===== src/spc_pkg.sv =====
/*
  Package for the system power control block: states and timing counts.
  Assumes a single 40 MHz clock domain.
*/
package spc_pkg;
  typedef enum logic [3:0] {
    SPC_ST_RESET = 4'h1,
    SPC_ST_WAKE = 4'h2,
    SPC_ST_RUN = 4'h4,
    SPC_ST_SLEEP = 4'h8
  } spc_state_t;
  // Select pulse length before release (SPI latch on falling edge)
  localparam int SPC_CS_PULSE_NS = 1000;
  localparam int SPC_CLK_PERIOD_NS = 25;
  localparam logic [7:0] SPC_CS_CYCLES =
    8'((SPC_CS_PULSE_NS + SPC_CLK_PERIOD_NS - 1) / SPC_CLK_PERIOD_NS);
  localparam int SPC_SYNC_STAGES = 2;
endpackage


===== src/spc_sync_if.sv =====
/*
  Interface carrying raw pins into the synchroniser and clean levels out.
  Assumes one clock domain on the consuming side.
*/
`timescale 1ns/1ps
interface spc_sync_if;
  logic [5:0] raw;
  logic [5:0] clean;
  modport src (output raw, input clean);
  modport sync (input raw, output clean);
endinterface


===== src/spc_sync.sv =====
/*
  Two-flop synchroniser for a bus of independent level inputs.
  Assumes the bits are unrelated; no bus coherency is implied.
*/
`timescale 1ns/1ps
module spc_sync (
  // Clock and reset
  input wire logic i_clk,
  input wire logic i_srst,
  // Pins in, levels out
  spc_sync_if.sync bus
);
  logic [5:0] meta_reg;
  logic [5:0] clean_reg;

  always_ff @(posedge i_clk) begin
    if (i_srst) begin
      meta_reg <= 6'h00;
      clean_reg <= 6'h00;
    end else begin
      meta_reg <= bus.raw;
      clean_reg <= meta_reg;
    end
  end

  assign bus.clean = clean_reg;
endmodule


===== src/spc_top.sv =====
/*
  System power control: on-button and wake requests drive the supply
  select, power-good and supply alerts become events for software.
  Assumes all pin inputs are asynchronous and i_clk is the standby clock.
*/
// What this block does
// - On-button press raises the supply select to request system power.
// - Supply select never rises from off while power good is low.
// - Supply alert pulses become a low-priority event for software.
// - Power good falling while on flags a high-priority emergency.
// - Core reset input resets the core separately from power-on reset.
// - After power-on reset, stay off until the on-button is pressed.
`timescale 1ns/1ps
module spc_top (
  // Clock and reset
  input wire logic i_clk,
  input wire logic i_srst,
  // Reset pins, active low
  input wire logic i_pon_n,
  input wire logic i_core_reset_n,
  // Supply pins
  input wire logic i_on_button,
  input wire logic i_supply_good,
  input wire logic i_supply_event,
  input wire logic i_switched_rail_status,
  // Requests from the system
  input wire logic i_wake_irq,
  input wire logic i_sleep_req,
  input wire logic i_event_clear,
  input wire logic i_emerg_clear,
  // Outputs
  output logic o_supply_select,
  output logic o_core_reset,
  output logic o_running,
  output logic o_supply_event_pend,
  output logic o_emergency_pend
);
  import spc_pkg::*;

  spc_sync_if sif ();
  spc_sync u_sync (
    .i_clk(i_clk),
    .i_srst(i_srst),
    .bus(sif)
  );
  assign sif.raw = {i_pon_n, i_core_reset_n, i_on_button, i_supply_good,
                    i_supply_event, i_switched_rail_status};

  wire pon_n_s = sif.clean[5];
  wire core_n_s = sif.clean[4];
  wire button_s = sif.clean[3];
  wire good_s = sif.clean[2];
  wire event_s = sif.clean[1];
  wire rail_s = sif.clean[0];

  spc_state_t state_reg, state_next;
  logic [7:0] cnt_reg, cnt_next;
  logic good_d_reg, event_d_reg, button_d_reg;
  logic sel_reg, sel_next;
  logic ev_reg, ev_next;
  logic em_reg, em_next;
  logic core_rst_reg, core_rst_next;
  logic run_reg, run_next;

  // Power-on reset is a full reset of control state
  wire full_rst = i_srst | ~pon_n_s;
  wire st_run = (state_reg == SPC_ST_RUN);
  wire button_rise = button_s & ~button_d_reg;
  wire wake_req = (button_rise | i_wake_irq) & good_s;
  wire event_rise = event_s & ~event_d_reg;
  // Only a loss while running is an emergency, not a dead supply at rest
  wire good_fall = good_d_reg & ~good_s & st_run;
  wire cnt_done = (cnt_reg == 8'h00);

  always_comb begin
    state_next = state_reg;
    cnt_next = cnt_reg;
    sel_next = 1'b0;
    case (state_reg)
      SPC_ST_RESET: begin
        // First wake only from the button, not from interrupts
        if (button_rise & good_s) begin
          state_next = SPC_ST_WAKE;
          cnt_next = SPC_CS_CYCLES;
        end
      end
      SPC_ST_SLEEP: begin
        if (wake_req) begin
          state_next = SPC_ST_WAKE;
          cnt_next = SPC_CS_CYCLES;
        end
      end
      SPC_ST_WAKE: begin
        sel_next = 1'b1;
        if (!cnt_done) begin
          cnt_next = cnt_reg - 8'h01;
        end else if (rail_s) begin
          state_next = SPC_ST_RUN;
          sel_next = 1'b0;
        end
        // Power good lost mid-request: abandon the wake
        if (!good_s) begin
          state_next = SPC_ST_SLEEP;
          sel_next = 1'b0;
        end
      end
      SPC_ST_RUN: begin
        if (i_sleep_req) begin
          state_next = SPC_ST_SLEEP;
        end
      end
      default: begin
        state_next = SPC_ST_RESET;
      end
    endcase
  end

  // Set wins over a clear in the same cycle
  assign ev_next = event_rise | (ev_reg & ~i_event_clear);
  assign em_next = good_fall | (em_reg & ~i_emerg_clear);
  // Power-on reset holds the core too, as it has no supply yet
  assign core_rst_next = ~core_n_s | ~pon_n_s;
  // From the next state, so running rises as select falls
  assign run_next = (state_next == SPC_ST_RUN);

  always_ff @(posedge i_clk) begin
    if (full_rst) begin
      state_reg <= SPC_ST_RESET;
    end else begin
      state_reg <= state_next;
    end
  end

  always_ff @(posedge i_clk) begin
    if (full_rst) begin
      cnt_reg <= 8'h00;
    end else begin
      cnt_reg <= cnt_next;
    end
  end

  always_ff @(posedge i_clk) begin
    if (full_rst) begin
      sel_reg <= 1'b0;
    end else begin
      sel_reg <= sel_next;
    end
  end

  // Edge detectors reset to the idle level of their pins
  always_ff @(posedge i_clk) begin
    if (full_rst) begin
      good_d_reg <= 1'b0;
    end else begin
      good_d_reg <= good_s;
    end
  end

  always_ff @(posedge i_clk) begin
    if (full_rst) begin
      event_d_reg <= 1'b0;
    end else begin
      event_d_reg <= event_s;
    end
  end

  always_ff @(posedge i_clk) begin
    if (full_rst) begin
      button_d_reg <= 1'b0;
    end else begin
      button_d_reg <= button_s;
    end
  end

  always_ff @(posedge i_clk) begin
    if (full_rst) begin
      ev_reg <= 1'b0;
    end else begin
      ev_reg <= ev_next;
    end
  end

  always_ff @(posedge i_clk) begin
    if (full_rst) begin
      em_reg <= 1'b0;
    end else begin
      em_reg <= em_next;
    end
  end

  // Core reset independent of the power state machine
  always_ff @(posedge i_clk) begin
    if (i_srst) begin
      core_rst_reg <= 1'b1;
    end else begin
      core_rst_reg <= core_rst_next;
    end
  end

  always_ff @(posedge i_clk) begin
    if (full_rst) begin
      run_reg <= 1'b0;
    end else begin
      run_reg <= run_next;
    end
  end

  assign o_supply_select = sel_reg;
  assign o_core_reset = core_rst_reg;
  assign o_running = run_reg;
  assign o_supply_event_pend = ev_reg;
  assign o_emergency_pend = em_reg;
endmodule


===== config.mk =====
export PLATFORM = sky130hd
export DESIGN_NAME = spc_top
export DESIGN_NICKNAME = d
export VERILOG_FILES = /design/src/spc_pkg.sv /design/src/spc_sync_if.sv /design/src/spc_sync.sv /design/src/spc_top.sv
export SDC_FILE = /design/constraint.sdc
export NUM_CORES = 1
export LEC_CHECK = 0
export BUFFER_PORTS_ARGS = -buffer_cell sky130_fd_sc_hd__buf_4
export CAP_MARGIN = 15
export CORE_ASPECT_RATIO = 0.9
export CORE_MARGIN = 3
export CORE_UTILIZATION = 55
export CTS_CLUSTER_SIZE = 14
export DETAILED_ROUTE_END_ITERATION = 7
export MAX_ROUTING_LAYER = met4
export PLACE_DENSITY = 0.77
export SLEW_MARGIN = 20
export SYNTH_ARGS = -nofsm -noshare
export SYNTH_HDL_FRONTEND = slang
export SYNTH_SLANG_ARGS = --single-unit

===== constraint.sdc =====
create_clock -name i_clk -period 2.2 [get_ports i_clk]
set_clock_uncertainty 0.05 [all_clocks]
set_input_delay 0.22 -clock i_clk [delete_from_list [all_inputs] [get_ports i_clk]]
set_output_delay 0.22 -clock i_clk [all_outputs]
set_load 0.02 [all_outputs]

[Word-level counts from Yosys, hierarchy flattened]
Index checks and enable logic that the tools add are counted.
Cells by class
  add/subtract/negate cells: 1
  multiplexer cells: 13
  eq/ne operators: 8
  reductions and logical operators: 4
  bitwise logic cells: 21
Operator list (number)
  $mux W4: 6
  $mux W8: 3
  $pmux W8 S3: 1
  $pmux W4 S4: 1
  $and A1 B1 Y1: 8
  $eq A4 B3 Y1 const B: 2
  $logic_not A8 Y1: 1
  $not A1 Y1: 8
  $sub A8 B1 Y8 const B: 1
  $ne A2 B2 Y1 const B: 3
  $or A1 B1 Y1: 5
  $eq A4 B1 Y1 const B: 1
  $eq A4 B2 Y1 const B: 1
  $eq A4 B4 Y1 const B: 1
  $reduce_and A4 Y1: 1
  $reduce_bool A3 Y1: 1
  $reduce_or A3 Y1: 1
  $mux W1: 2
Storage, ports and cells
  output and inout port bits: 5
  input port bits: 12
  flip-flop bits (word level): 32

[Logic depth before layout (Yosys ltp)]
  depth after elaboration: 7
  mapped depth: 7
  depth with buffers taken out: 7

[Hierarchy]
A second synthesis with hierarchy kept.
Unflattened totals
  cell total of the unflattened synthesis: 141
  area, all modules: 1387.6 um^2
By module, submodules not included
  spc_top: cells each 116, area each 1021.0 um^2, instances 1, sequential area each 400.4 um^2
  spc_sync: cells each 25, area each 366.6 um^2, instances 1, sequential area each 240.2 um^2

[Least setup slack after synthesis]
OpenSTA, ideal clock, no wires.
  kind: register to register
  from: register cnt_reg[0]
  to: register cnt_reg[5]
  period minus slack after synthesis: 1.725 ns
  arrival time: 1.553 ns
  path slack: 0.475 ns
  buffers on the path: 0
  library setup time: 0.122 ns
  stages on the path, launching flop included: 8
  required time: 2.028 ns
  cell sequence: dfxtp_1 inv_1 ha_1 or3b_2 o21a_1 nand4b_1 xor2_1 a21oi_1
On the way
  longest elaborated chain between the ends: 3
  elaborated cells on any way between the ends: 6
Ends and longest elaborated chain
  start: declaration: RTL line spc_top.sv:57  | logic [7:0] cnt_reg, cnt_next;
  start signal: assignment: RTL line spc_top.sv:138  | cnt_reg <= cnt_next;
  $sub A8 B1 Y8 or $logic_not A8 Y1 (tied branches): RTL line spc_top.sv:96, spc_top.sv:73
  $mux W8 or $ne A2 B2 Y1 (tied branches)
  $pmux W8 S3 or $reduce_and A4 Y1 (tied branches)
Parallel ways exist; a longest one is shown, timed or not. The select of a mux whose other input is x is not followed.
A chain may end at the register's enable or synchronous reset.

[Worst setup path after layout]
Same ends and word-level chain as after synthesis.

==> results.tsv <==
stage	metric	value	unit
clock_tree	clockBufferDepth	2	
yosys	yosys_warnings	0	
cells_and_area	largest_reg_flops	8	
grt	grt_pass1_wl	4420	µm
yosys	synthAdderAreaFrac	1.95	%
sta	report.final.slew_viol_count	0	
yosys	synth_area_per_cell	9.72	µm²
floorplanning	die_w	56.9	µm
floorplanning	coreArea	0.00206	mm²
sta	rsz0062_at_grt	no	
cells_and_area	finalInstanceArea	0.00150	mm²
yosys	synthSimpleGateAreaFrac	29.4	%
yosys	synthCells	132	
sta	finalWorstSetupSlack	0.304	ns
routing	routedWlPerCell	13.8	µm
yosys	yosys_register_bits	32	
cells_and_area	final_cells	178	
sta	clock.fmax	527	MHz
yosys	synth_top_family_by_area	simple AND/OR/NAND/NOR gates	
placed_design	hpwl	1800	µm
flow_run	max_cap_violations	0	
cells_and_area	synthToLayoutAreaGrowth	16.8	%
clock_tree	cts_max_level	2	
clock_tree	hold_buffers	0	
cells_and_area	diodes	0	
critical_path	worst_setup_path_start_kind	register	
yosys	synth_cell_types	34	
placed_design	dp_cells	170	
yosys	ys_seq_area_share	50.0	%
clock_tree	cts_sinks	32	
grt	track_usage	20.3	%
cells_and_area	finalNetCount	166	
routing	vias_per_cell	5.53	
yosys	muxShareOfSynthArea	0	%
critical_path	path_class	reg -> reg	
routing	drtIter0Drc	32	
routing	dr.pass1.iters	4	
placed_design	port_buffers	16	
floorplanning	die_y	51.8	µm
clock_tree	path_clk_slew	0.10	ns
sta	period_minus_slack	1.90	ns
power	p_per_area	710	mW/mm²
hold_path	hold_path.class	in -> reg	
clock_tree	post_cts_buffers	0	
critical_path	r2r_slack	0.30	ns
power	vdd_ir_drop_max	0.634	mV
sta	finalHoldViolCount	0	
clock_tree	cts_resized	0	
critical_path	max_stage_delay	0.47	ns
critical_path	crit_chain	inv_1 > ha_1 > or3b_2 > o21a_1 > nand4b_1 > xor2_1 > a21oi_1	
cells_and_area	drive_gt1_share	20.9	%
sta	relSlewSlack	71.6	%
clock_tree	clk_latency	0.32	ns
yosys	synth_compound_area_share	10.8	%
critical_path	crit_path_max_fanout	7	
yosys	synthesis.nets	146	
yosys	syn_area	0.00128	mm²
yosys	synth_xor_area_share	5.46	%
clock_tree	cts_tree	built	
critical_path	worst-path-buf-inv	1	
grt	grt_max_degree	15	
power	leakagePower	0.592	nW
sta	hold_ws	0.0564	ns
grt	antenna_found_initial	0	
floorplanning	io_pins	17	
sta	period_share	86.2	%
floorplanning	dieArea	0.00295	mm²
run_status	status	finished clean	
sta	setup_viol	0	
sta	worst_pin_slew	0.423	ns
critical_path	crit_family	simple AND/OR/NAND/NOR gates	
grt	overflow	0	
placed_design	place_ws	0.325	ns
clock_tree	cts-root-buf	clkbuf_4	
routing	wirelength	2450	µm
critical_path	crit_arrival	2.04	ns
sta	fin_tns_setup	0	ns
critical_path	cp-end-kind	register	
floorplanning	rows	15	
floorplanning	start_util	62.1	%
grt	grt_pass1_vias	1021	
clock_tree	cts_made_buffers	5	
cells_and_area	final_cell_mix	dfxtp_1 (32), buf_4 (17), nor2_1 (15)	
critical_path	crit_slowest_cell	or3b_2	
routing	vias	984	
placed_design	postPlaceCellArea	0.00142	mm²
routing	drc	0	
critical_path	cp.required	2.35	ns
routing	ant_nets	0	
placed_design	gp_congestion	0.775	
cells_and_area	final_common_cell	dfxtp_1	
[worst reg2reg max path, stage by stage (launching register included)]
cell and delay [ns]:
dfxtp_1 0.35, inv_1 0.09, ha_1 0.14, or3b_2 0.47
o21a_1 0.27, nand4b_1 0.14, xor2_1 0.15, a21oi_1 0.10
[synth_stat cells]
master | n | area, µm²
nand2b_1 | 5 | 31.3
o2111ai_1 | 1 | 8.76
clkbuf_1 | 2 | 7.51
nand4b_1 | 2 | 17.5
a31oi_1 | 1 | 6.26
nand2_1 | 6 | 22.5
a21oi_1 | 7 | 35.0
a311oi_1 | 1 | 8.76
xnor2_1 | 3 | 26.3
nor3_1 | 2 | 10.0
or3b_2 | 1 | 8.76
o21a_1 | 1 | 7.51
dfxtp_1 | 32 | 641
nand3_1 | 3 | 15.0
nor2_2 | 1 | 6.26
a21o_2 | 1 | 8.76
nor4_1 | 2 | 12.5
o211a_1 | 2 | 20.0
inv_1 | 3 | 11.3
and2_1 | 4 | 25.0
nor3b_1 | 2 | 15.0
nor2b_1 | 14 | 87.6
a311oi_2 | 1 | 15.0
o21ai_2 | 1 | 8.76
o21ai_0 | 4 | 20.0
nand3b_1 | 3 | 22.5
ha_1 | 2 | 25.0
buf_4 | 1 | 7.51
or3_4 | 1 | 11.3
or4_4 | 1 | 11.3
xor2_1 | 5 | 43.8
nor2_1 | 15 | 56.3
buf_2 | 1 | 5.00
nor4b_4 | 1 | 23.8
[power by group]
group / switching [mW] / internal (mW)
logic: 0.0131 / 0.0224
clock network: 0.195 / 0.238
registers: 0.00448 / 0.590
[logic make-up (layout without fill, tap and decap cells)]
kind of cell	Yosys count	after routing
AO/OA/AOI/OAI	20	20
XOR/XNOR	8	8
adder cells (fa/ha/maj)	2	2
buffers and inverters	7	28
flip-flops	32	32
AND/OR/NAND/NOR	63	63
[metrics by stage]
stage / utilization [%] / total power [mW]
after floorplan: - / 0.623
after global placement: 68.8 / 0.642
after detailed placement: 68.8 / 0.643
after CTS: 72.5 / 1.07
after global routing: 72.5 / 1.11
final: 72.5 / 1.06
[final timing paths]
path / to / startpoint / depth (start not counted)
min: u_sync.meta_reg[0] / i_switched_rail_status / 2
max: cnt_reg[5] / cnt_reg[0] / 7
min reg2reg: o_core_reset / u_sync.bus.clean[4] / 1
max reg2reg: cnt_reg[5] / cnt_reg[0] / 7
[layer usage]
layer | track usage, % | part of all wire (%) | wire length (µm) | vias to the layer above
li1 | - | - | - | 488
met1 | 22.0 | 46 | 1120 | 441
met2 | 31.2 | 44 | 1070 | 42
met3 | 7.94 | 6.6 | 162 | 13
met4 | 13.1 | 4.0 | 99 | 0
met5 | - | 0 | 0 | -
[layout make-up]
class / instances / area, µm²
Sequential cell: 32 / 641
Tap cell: 25 / 31.3
Clock buffer: 6 / 41.3
Clock inverter: 2 / 35.0
Multi-Input combinational cell: 93 / 611
Fill cell: 175 / 567
Inverter: 3 / 11.3
Timing Repair Buffer: 17 / 128
Note: power is estimated with default switching activity, not from simulation.
